### config.mk
export PLATFORM = sky130hd
export DESIGN_NAME = osc_source_pll_select
export DESIGN_NICKNAME = d
export VERILOG_FILES = /design/src/core/osc_pkg.sv /design/src/core/osc_source_pll_select.sv
export SDC_FILE = /design/constraint.sdc
export NUM_CORES = 1
export LEC_CHECK = 0
export BUFFER_PORTS_ARGS = -buffer_cell sky130_fd_sc_hd__buf_2
export CAP_MARGIN = 20
export CORE_MARGIN = 4
export CORE_UTILIZATION = 34
export CTS_CLUSTER_SIZE = 8
export DETAILED_ROUTE_END_ITERATION = 6
export GPL_TIMING_DRIVEN = 0
export HOLD_SLACK_MARGIN = 0.06
export MAX_ROUTING_LAYER = met4
export PLACE_DENSITY = 0.54
export SETUP_SLACK_MARGIN = 0.1
export SLEW_MARGIN = 25
export SYNTH_ARGS = -nofsm -noshare
export SYNTH_HDL_FRONTEND = slang
export SYNTH_SLANG_ARGS = --single-unit
### constraint.sdc
create_clock -name clk_i -period 5.1 [get_ports clk_i]
set_input_delay 0.51 -clock clk_i [delete_from_list [all_inputs] [get_ports clk_i]]
set_output_delay 0.51 -clock clk_i [all_outputs]
set_load 0.05 [all_outputs]
### src/core/osc_pkg.sv
`default_nettype none
package osc_pkg;
	// register indices on the plain register port
	localparam logic [1:0] ADDR_OSC_CTRL = 2'h0;
	localparam logic [1:0] ADDR_CLK_DIV  = 2'h1;
	localparam logic [1:0] ADDR_FB_DIV   = 2'h2;
	// oscillator_control fields
	localparam int CUR_SRC_LSB  = 12;
	localparam int NEXT_SRC_LSB = 8;
	localparam int FREEZE_BIT   = 7;
	localparam int PINSEL_BIT   = 6;
	localparam int LOCK_BIT     = 5;
	localparam int FAIL_BIT     = 3;
	localparam int LPEN_BIT     = 1;
	localparam int SWEN_BIT     = 0;
	// clock_divisor_reg fields
	localparam int FRCDIV_LSB   = 8;
	localparam int POSTDIV_LSB  = 6;
	localparam int PREDIV_LSB   = 0;
	// reset values
	localparam logic [2:0] FRC_POST_RST = 3'h0;
	localparam logic [1:0] PLL_POST_RST = 2'h1;
	localparam logic [4:0] PLL_PRE_RST  = 5'h00;
	localparam logic [8:0] PLL_FB_RST   = 9'h030;
	// sources
	typedef enum logic [2:0] {
		SRC_FRC     = 3'h0,
		SRC_FRC_PLL = 3'h1,
		SRC_PRI     = 3'h2,
		SRC_PRI_PLL = 3'h3,
		SRC_LPXTAL  = 3'h4,
		SRC_SLOW_INTERNAL_OSC    = 3'h5,
		SRC_FRC16   = 3'h6,
		SRC_FRCN    = 3'h7
	} src_e;
	localparam logic [1:0] SUB_EC = 2'h0;
	localparam logic [1:0] SUB_XT = 2'h1;
	localparam logic [1:0] SUB_HS = 2'h2;
	localparam logic [1:0] SWMON_SWITCH_ONLY = 2'h1;
	localparam logic [3:0] FRC16_SHIFT = 4'h4;
	localparam int         SWITCH_SETTLE   = 10;
	localparam int         LOCK_WAIT_US    = 2;
	localparam int         CLK_MHZ         = 50;
	localparam int         LOCK_WAIT_CYC   = LOCK_WAIT_US * CLK_MHZ;
endpackage
`default_nettype wire

### src/core/osc_source_pll_select.sv
// Behaviour
// - fast osc postscale 3-bit field, factors up to 1:256
// - power-on source from initial source and primary submode config fields
// - unprogrammed config (111) starts in selectable fast osc postscale mode
// - instruction clock is selected oscillator clock divided by two
// - pll input divided by prescale factor 2..33 before vco
// - vco multiplied by 9-bit feedback factor; software keeps 100-200 MHz
// - vco divided by 2,4,8 from 2-bit field; software keeps 12.5-80 MHz
// - pll output equals input times multiplier over prescale times postscale
// - non-primary source codes decode regardless of submode
// - primary codes use submode: 10 hs crystal, 01 crystal, 00 external
// - current source readable at bits 14:12, same encoding
// - next source writable at 10:8 when config is switch-only, loaded from config at reset
// - freeze bit 7 locks source when config is switch-only
// - pin select freeze bit 6 blocks pin select writes
// - lock bit 5 high only once lock timer expired, no lock detect
// - clock fail flag set by monitor, sticky, software clears
// - bits 15, 11, 4, 2 read zero, writes ignored
// - slow internal osc feeds watchdog and fail monitor
// - prescale code plus two, reset code zero
// - feedback code plus two, 2..513, reset multiplier 50
// - output divider 00 /2, 01 /4 reset, 10 reserved, 11 /8
// - fast osc postscale codes give 1,2,4,8,16,32,64,256
//
// The placing of the registers and strobed register access were left to the implementer.
`default_nettype none
module osc_source_pll_select #(
	parameter int LOCK_CYCLES = osc_pkg::LOCK_WAIT_CYC
) (
	input  wire logic        clk_i,
	input  wire logic        sys_rst_i,
	input  wire logic [2:0]  initial_source_select_i,
	input  wire logic [1:0]  primary_submode_select_i,
	input  wire logic [1:0]  switch_monitor_config_i,
	input  wire logic        fast_internal_osc_i,
	input  wire logic        slow_internal_osc_i,
	input  wire logic        primary_osc_i,
	input  wire logic        low_power_crystal_osc_i,
	input  wire logic        pll_vco_i,
	input  wire logic        clock_fail_monitor_i,
	input  wire logic [1:0]  reg_addr_i,
	input  wire logic [15:0] reg_wdata_i,
	input  wire logic        reg_wr_i,
	input  wire logic        reg_rd_i,
	input  wire logic        pin_select_wr_i,
	output logic [15:0] reg_rdata_o,
	output logic        pin_select_wr_ok_o,
	output logic        instr_clk_en_o,
	output logic        osc_clk_en_o,
	output logic        ref_clk_o,
	output logic [2:0]  active_source_o,
	output logic [1:0]  active_submode_o,
	output logic [4:0]  pll_prescale_code_o,
	output logic [8:0]  pll_multiplier_code_o,
	output logic [1:0]  pll_postscale_code_o
);
	// external oscillator pins are asynchronous: two flops before use
	logic [1:0] frc_s_r, slow_internal_osc_s_r, pri_s_r, lpx_s_r, vco_s_r, fail_s_r;
	always_ff @(posedge clk_i) begin
		frc_s_r  <= {frc_s_r[0],  fast_internal_osc_i};
		slow_internal_osc_s_r <= {slow_internal_osc_s_r[0], slow_internal_osc_i};
		pri_s_r  <= {pri_s_r[0],  primary_osc_i};
		lpx_s_r  <= {lpx_s_r[0],  low_power_crystal_osc_i};
		vco_s_r  <= {vco_s_r[0],  pll_vco_i};
		fail_s_r <= {fail_s_r[0], clock_fail_monitor_i};
	end

	logic frc_d_r, slow_internal_osc_d_r, pri_d_r, lpx_d_r, vco_d_r;
	always_ff @(posedge clk_i) begin
		frc_d_r  <= frc_s_r[1];
		slow_internal_osc_d_r <= slow_internal_osc_s_r[1];
		pri_d_r  <= pri_s_r[1];
		lpx_d_r  <= lpx_s_r[1];
		vco_d_r  <= vco_s_r[1];
	end
	logic frc_rise, slow_internal_osc_rise, pri_rise, lpx_rise, vco_rise;
	assign frc_rise  = frc_s_r[1]  & ~frc_d_r;
	assign slow_internal_osc_rise = slow_internal_osc_s_r[1] & ~slow_internal_osc_d_r;
	assign pri_rise  = pri_s_r[1]  & ~pri_d_r;
	assign lpx_rise  = lpx_s_r[1]  & ~lpx_d_r;
	assign vco_rise  = vco_s_r[1]  & ~vco_d_r;

	// config capture is clocked, after reset release
	logic [2:0] cur_src_r;
	logic [1:0] submode_r;
	logic [2:0] next_src_r;
	logic       cfg_load_r;
	always_ff @(posedge clk_i) begin
		if (sys_rst_i) begin
			cfg_load_r <= 1'b1;
		end else begin
			cfg_load_r <= 1'b0;
		end
	end

	logic wr_osc, wr_div, wr_fb;
	assign wr_osc = reg_wr_i && reg_addr_i == osc_pkg::ADDR_OSC_CTRL;
	assign wr_div = reg_wr_i && reg_addr_i == osc_pkg::ADDR_CLK_DIV;
	assign wr_fb  = reg_wr_i && reg_addr_i == osc_pkg::ADDR_FB_DIV;

	logic freeze_r, pinsel_r, lpen_r, swen_r;
	logic switch_ok;
	assign switch_ok = switch_monitor_config_i == osc_pkg::SWMON_SWITCH_ONLY && !freeze_r;

	always_ff @(posedge clk_i) begin
		if (sys_rst_i) begin
			freeze_r <= 1'b0;
			pinsel_r <= 1'b0;
			lpen_r   <= 1'b0;
		end else if (wr_osc) begin
			freeze_r <= reg_wdata_i[osc_pkg::FREEZE_BIT];
			pinsel_r <= reg_wdata_i[osc_pkg::PINSEL_BIT];
			lpen_r   <= reg_wdata_i[osc_pkg::LPEN_BIT];
		end
	end

	// simple switch: settle a few cycles then adopt next source
	logic [3:0] settle_r;
	always_ff @(posedge clk_i) begin
		if (sys_rst_i) begin
			swen_r   <= 1'b0;
			settle_r <= 4'h0;
		end else if (cfg_load_r) begin
			swen_r   <= 1'b0;
			settle_r <= 4'h0;
		end else if (swen_r) begin
			if (next_src_r == cur_src_r || settle_r == 4'(osc_pkg::SWITCH_SETTLE - 1)) begin
				swen_r   <= 1'b0;
				settle_r <= 4'h0;
			end else begin
				settle_r <= settle_r + 4'h1;
			end
		end else if (wr_osc && reg_wdata_i[osc_pkg::SWEN_BIT] && switch_ok) begin
			swen_r <= 1'b1;
		end
	end

	always_ff @(posedge clk_i) begin
		if (sys_rst_i) begin
			cur_src_r  <= osc_pkg::SRC_FRCN;
			next_src_r <= osc_pkg::SRC_FRCN;
			submode_r  <= osc_pkg::SUB_EC;
		end else if (cfg_load_r) begin
			cur_src_r  <= initial_source_select_i;
			next_src_r <= initial_source_select_i;
			submode_r  <= primary_submode_select_i;
		end else begin
			if (wr_osc && switch_ok && !swen_r) begin
				next_src_r <= reg_wdata_i[osc_pkg::NEXT_SRC_LSB +: 3];
			end
			if (swen_r && settle_r == 4'(osc_pkg::SWITCH_SETTLE - 1)) begin
				cur_src_r <= next_src_r;
			end
		end
	end

	logic is_pll;
	assign is_pll = cur_src_r == osc_pkg::SRC_FRC_PLL || cur_src_r == osc_pkg::SRC_PRI_PLL;

	// divider fields
	logic [2:0] frc_post_r;
	logic [1:0] pll_post_r;
	logic [4:0] pll_pre_r;
	logic [8:0] pll_fb_r;
	logic       lock_r;
	logic       div_hold;
	assign div_hold = is_pll && !lock_r;
	always_ff @(posedge clk_i) begin
		if (sys_rst_i) begin
			frc_post_r <= osc_pkg::FRC_POST_RST;
			pll_post_r <= osc_pkg::PLL_POST_RST;
			pll_pre_r  <= osc_pkg::PLL_PRE_RST;
		end else if (wr_div) begin
			frc_post_r <= reg_wdata_i[osc_pkg::FRCDIV_LSB +: 3];
			if (!div_hold) begin
				pll_post_r <= reg_wdata_i[osc_pkg::POSTDIV_LSB +: 2];
				pll_pre_r  <= reg_wdata_i[osc_pkg::PREDIV_LSB +: 5];
			end
		end
	end
	always_ff @(posedge clk_i) begin
		if (sys_rst_i) begin
			pll_fb_r <= osc_pkg::PLL_FB_RST;
		end else if (wr_fb && !div_hold) begin
			pll_fb_r <= reg_wdata_i[8:0];
		end
	end

	// pll stages: input prescale, then vco edges divided by postscale
	logic [5:0] pre_cnt_r;
	logic       pll_in_rise;
	logic [5:0] pre_div;
	assign pre_div = {1'b0, pll_pre_r} + 6'h2;
	assign pll_in_rise = cur_src_r == osc_pkg::SRC_FRC_PLL ? frc_rise : pri_rise;
	logic pd_tick;
	always_ff @(posedge clk_i) begin
		if (sys_rst_i || !is_pll) begin
			pre_cnt_r <= 6'h0;
			pd_tick   <= 1'b0;
		end else begin
			pd_tick <= 1'b0;
			if (pll_in_rise) begin
				if (pre_cnt_r == pre_div - 6'h1) begin
					pre_cnt_r <= 6'h0;
					pd_tick   <= 1'b1;
				end else begin
					pre_cnt_r <= pre_cnt_r + 6'h1;
				end
			end
		end
	end

	logic [2:0] post_cnt_r;
	logic [2:0] post_max;
	always_comb begin
		unique case (pll_post_r)
			2'h0:    post_max = 3'h1;
			2'h1:    post_max = 3'h3;
			2'h3:    post_max = 3'h7;
			default: post_max = 3'h3; // reserved code keeps /4
		endcase
	end
	logic pll_out_tick;
	always_ff @(posedge clk_i) begin
		if (sys_rst_i || !is_pll) begin
			post_cnt_r   <= 3'h0;
			pll_out_tick <= 1'b0;
		end else begin
			pll_out_tick <= 1'b0;
			if (vco_rise) begin
				if (post_cnt_r >= post_max) begin
					post_cnt_r   <= 3'h0;
					pll_out_tick <= 1'b1;
				end else begin
					post_cnt_r <= post_cnt_r + 3'h1;
				end
			end
		end
	end

	// lock: start-up timer counts from pll selection, reset when pll is deselected
	logic [$clog2(LOCK_CYCLES + 1)-1:0] lock_cnt_r;
	logic                               pd_seen_r;
	always_ff @(posedge clk_i) begin
		if (sys_rst_i || !is_pll || cfg_load_r) begin
			lock_cnt_r <= '0;
			lock_r     <= 1'b0;
			pd_seen_r  <= 1'b0;
		end else if (!lock_r) begin
			if (pd_tick) begin
				pd_seen_r <= 1'b1;
			end
			if (lock_cnt_r == ($clog2(LOCK_CYCLES + 1))'(LOCK_CYCLES - 1)) begin
				lock_r <= 1'b1;
			end else begin
				lock_cnt_r <= lock_cnt_r + 1'b1;
			end
		end
	end

	// fast osc postscale counter, /16 mode shares it
	logic [7:0] frc_cnt_r;
	logic [7:0] frc_mask;
	always_comb begin
		unique case (frc_post_r)
			3'h7:    frc_mask = 8'hFF;
			default: frc_mask = 8'((9'h001 << frc_post_r) - 9'h001);
		endcase
		if (cur_src_r == osc_pkg::SRC_FRC16) begin
			frc_mask = 8'((9'h001 << osc_pkg::FRC16_SHIFT) - 9'h001);
		end
	end
	always_ff @(posedge clk_i) begin
		if (sys_rst_i) begin
			frc_cnt_r <= 8'h00;
		end else if (frc_rise) begin
			frc_cnt_r <= (frc_cnt_r & frc_mask) == frc_mask ? 8'h00 : frc_cnt_r + 8'h01;
		end
	end
	logic frc_div_tick;
	assign frc_div_tick = frc_rise && (frc_cnt_r & frc_mask) == frc_mask;

	logic osc_tick;
	always_comb begin
		unique case (cur_src_r)
			osc_pkg::SRC_FRC:     osc_tick = frc_rise;
			osc_pkg::SRC_PRI:     osc_tick = pri_rise;
			osc_pkg::SRC_LPXTAL:  osc_tick = lpx_rise;
			osc_pkg::SRC_SLOW_INTERNAL_OSC:    osc_tick = slow_internal_osc_rise;
			osc_pkg::SRC_FRC16:   osc_tick = frc_div_tick;
			osc_pkg::SRC_FRCN:    osc_tick = frc_div_tick;
			default:              osc_tick = pll_out_tick & lock_r;
		endcase
	end

	logic half_r;
	always_ff @(posedge clk_i) begin
		if (sys_rst_i) begin
			half_r         <= 1'b0;
			osc_clk_en_o   <= 1'b0;
			instr_clk_en_o <= 1'b0;
		end else begin
			osc_clk_en_o   <= osc_tick;
			instr_clk_en_o <= osc_tick & half_r;
			if (osc_tick) begin
				half_r <= ~half_r;
			end
		end
	end

	// fail flag: set wins over software clear
	logic fail_r;
	always_ff @(posedge clk_i) begin
		if (sys_rst_i) begin
			fail_r <= 1'b0;
		end else if (fail_s_r[1]) begin
			fail_r <= 1'b1;
		end else if (wr_osc && !reg_wdata_i[osc_pkg::FAIL_BIT]) begin
			fail_r <= 1'b0;
		end
	end

	logic [15:0] osc_word;
	always_comb begin
		osc_word = 16'h0000;
		osc_word[osc_pkg::CUR_SRC_LSB +: 3]  = cur_src_r;
		osc_word[osc_pkg::NEXT_SRC_LSB +: 3] = next_src_r;
		osc_word[osc_pkg::FREEZE_BIT]        = freeze_r;
		osc_word[osc_pkg::PINSEL_BIT]        = pinsel_r;
		osc_word[osc_pkg::LOCK_BIT]          = lock_r;
		osc_word[osc_pkg::FAIL_BIT]          = fail_r;
		osc_word[osc_pkg::LPEN_BIT]          = lpen_r;
		osc_word[osc_pkg::SWEN_BIT]          = swen_r;
	end

	always_ff @(posedge clk_i) begin
		if (sys_rst_i) begin
			reg_rdata_o <= 16'h0000;
		end else if (reg_rd_i) begin
			unique case (reg_addr_i)
				osc_pkg::ADDR_OSC_CTRL: reg_rdata_o <= osc_word;
				osc_pkg::ADDR_CLK_DIV:  reg_rdata_o <= {5'h00, frc_post_r, pll_post_r, 1'b0, pll_pre_r};
				osc_pkg::ADDR_FB_DIV:   reg_rdata_o <= {7'h00, pll_fb_r};
				default:                reg_rdata_o <= 16'h0000;
			endcase
		end else begin
			reg_rdata_o <= 16'h0000;
		end
	end

	assign pin_select_wr_ok_o    = pin_select_wr_i && !pinsel_r;
	assign ref_clk_o             = slow_internal_osc_s_r[1];
	assign active_source_o       = cur_src_r;
	assign active_submode_o      = submode_r;
	assign pll_prescale_code_o   = pll_pre_r;
	assign pll_multiplier_code_o = pll_fb_r;
	assign pll_postscale_code_o  = pll_post_r;

	localparam int SWITCH_WAIT = osc_pkg::SWITCH_SETTLE;
endmodule
`default_nettype wire

==> results.toml <==
[worst_setup_path]
critPathLaunchType = "flip-flop"
crit_chain = "buf_6 > or3_4 > ha_1 > and3_1 > a211oi_1 > o221ai_1 > a2111o_1 > a2bb2oi_1 > mux2_4"
r2r_start = "frc_post_r[0]"
crit_arrival_ns = 3.06
crit_slowest_cell = "a2111o_1"
cp-end-kind = "flip-flop"
endpoint = "half_r"
critical-path-max-stage-delay_ns = 0.48
r2r_slack_ns = 2.28
critPathKind = "flip-flop to flip-flop"
critPathBufInv = 1
cp_num_cells = 9
crit_start = "frc_post_r[0]"
cp_top_family = "compound AO/OA/AOI/OAI gates"
crit_path_max_fanout = 10
reg2reg_depth = 9
worstPathRequired_ns = 5.34
worst_r2r_endpoint = "half_r"

[logic_synthesis]
yosys.area_share.simple_pct = 21.2
synth_fa_ha_area_share_pct = 2.73
synth_area_leaders = "dfxtp_1 (50%), mux2i_1 (7.9%), nor2_1 (6.9%)"
syn_area_mm2 = 0.00366
synth_area_per_cell_um2 = 9.54
synth-edff-count = 0
synthArstFlopShare_pct = 0
synth_xor_area_share_pct = 4.78
synth_top_cell_area_share_pct = 49.7
synthMuxAreaShare_pct = 9.87
synth_cell_types = 51
ys_dominant_reg_cell = "dfxtp_1"
ys_ff_latch = 91
seq_area_frac_synth_pct = 49.7
synth_compound_area_share_pct = 8.58
synth_top_family_by_area = "simple AND/OR/NAND/NOR gates"
yosysWarnings = 0
yosysMostFrequentCell = "dfxtp_1"
synth_top_cell_by_area = "dfxtp_1"
synthCells = 384
ys_top_cells_by_count = "dfxtp_1 (91), nor2_1 (67), mux2i_1 (29)"

[die]
io_pins = 77
initial_core_util_pct = 35.2
die_x_um = 112
die_h_um = 112
core_area_mm2 = 0.0104
rows = 37
fp.dieArea_mm2 = 0.0125

[finish]
syn_to_final_growth_pct = 19.1
diodes = 0
multi_input_area_mm2 = 0.00174
seqCellArea_mm2 = 0.00182
fin_area_mm2 = 0.00436
drive_above_1_share_pct = 21.2
fillers = 1075
nets = 509

[power]
p_per_area_mw_per_mm2 = 317
vdd_drop_max_mv = 0.148
leakage_nw = 1.80

[timing]
rsz0062_at_grt = "false"
hold_viol_final = 0
timing.fmax_mhz = 355
worst_pin_slew_ns = 1.01
drv_slew = 0
setup_viol = 0
fin_tns_setup_ns = 0
finalHoldWorstSlack_ns = 0.255
finalClockSkew_ns = 0.00731
fin_crit_ns = 2.82
timing.slew.headroom_pct = 32.1
period_share_pct = 55.3

[route]
drc = 0
drt_iter0_markers = 102
post_drt_wl_per_cell_um = 14.0
via_per_inst = 4.78
dr_total_vias = 2890
ant_nets = 0
postRouteWirelength_um = 8480
firstDrtPassIters = 4

[clock_tree]
cts.htree.levels = 3
cts_root_buf = "clkbuf_8"
cts_made_buffers = 9
cts_max_path_buffers = 2
cts_setup_buffers = 0
insertion_delay_ns = 0.35
cts-hold-fix-buffers = 0
cts_tree = "yes"
cts.sinks = 91
cts-resized-gates = 0
clk_pin_slew_ns = 0.08

[flow_run]
maxCapViolations = 0

[placed_design]
port_buffers = 69
gp_congestion = 0.761
placed_area_mm2 = 0.00418
dp_hpwl_um = 6370

[worst_hold_path]
min_path_type = "input port to flip-flop"

[grt]
grt_use_total_pct = 14.6
grt_max_degree = 14
overflow = 0
grt_pass1_vias = 2915
grt_pass1_wl_um = 14400
antenna_found_initial = 0

[run_status]
status = "complete, no violations"
==> layer usage <==
metal	GRT usage [%]	vias up	share of wire, %
li1	-	1468	-
met1	18.3	1373	48
met2	23.4	40	47
met3	3.70	9	3.2
met4	4.30	0	1.2
met5	-	-	0
==> how the worst min path moves through the flow <==
stage                             start  cells after the start                       end  slack [ns]
2_1_floorplan               fail_s_r[0]                      0               fail_s_r[1]        0.31
3_3_place_gp   slow_internal_osc_s_r[0]                      0  slow_internal_osc_s_r[1]        0.31
3_5_place_dp                fail_s_r[0]                      0               fail_s_r[1]        0.31
4_1_cts            clock_fail_monitor_i                      1               fail_s_r[0]        0.24
5_1_grt            clock_fail_monitor_i                      1               fail_s_r[0]        0.24
6_report           clock_fail_monitor_i                      1               fail_s_r[0]        0.26
==> layout make-up <==
cell class	count	share of cell area [%]
tap	136	3.90
sequential	91	41.8
clock inverter	3	0.918
buffer	19	2.06
clock buffer	11	3.24
multi-input combinational	270	39.8
timing repair buffer	69	7.92
inverter	5	0.430
==> stage by stage <==
step | utilization, % | instances | setup WS [ns] | total power [W]
3_5_place_dp | 40.1 | 590 | 2.23 | 0.000933
4_1_cts | 41.9 | 604 | 2.22 | 0.00140
5_1_grt | 41.9 | 604 | 2.00 | 0.00145
6_report | 41.9 | 604 | 2.28 | 0.00138
2_1_floorplan | - | 385 | 2.50 | 0.000882
3_3_place_gp | 40.1 | 590 | 2.26 | 0.000930
==> power by group <==
group	total (W)	switching, W	internal (W)
logic	0.000166	0.000107	0.0000587
registers	0.000749	0.0000153	0.000733
clock network	0.000467	0.000234	0.000233
total	0.00138	0.000356	0.00103
==> state kept, by name, indices dropped and copies added, names as in the netlist, 4 cells and up <==
signal and count:
frc_cnt_r 8, reg_rdata_o 14, pll_prescale_code_o 5, pll_multiplier_code_o 9, settle_r 4, lock_cnt_r 7
==> layout by cell type (no fill, tap or decap), types with 2 or more instances in the layout <==
cell type  count
a211o_1        3
a211oi_1       2
a21oi_1       19
a22oi_1        2
a31oi_1        3
and2_1         2
and3_1         2
and3b_1        2
buf_1          2
buf_2         72
buf_4          2
clkbuf_1      12
clkbuf_8      10
clkinv_2       2
conb_1         2
dfxtp_1       91
ha_1           8
inv_1          5
mux2_2         5
mux2i_1       29
nand2_1       19
nand2b_1      13
nand3_1       12
nand3b_1       2
nand4_1        4
nor2_1        67
nor2b_1       12
nor3_1         9
nor3b_1        2
nor4b_1        4
o21ai_0        8
xnor2_1        4
xor2_1        16
==> cells by family after synthesis <==
| kind of cell | count (synthesis) |
|---|---|
| other | 1 |
| AO/OA/AOI/OAI | 48 |
| adder cells (fa/ha/maj) | 8 |
| XOR/XNOR | 20 |
| AND/OR/NAND/NOR | 157 |
| flip-flops | 91 |
| multiplexers | 35 |
| buffers and inverters | 24 |
(Power assumes the default switching activity.)
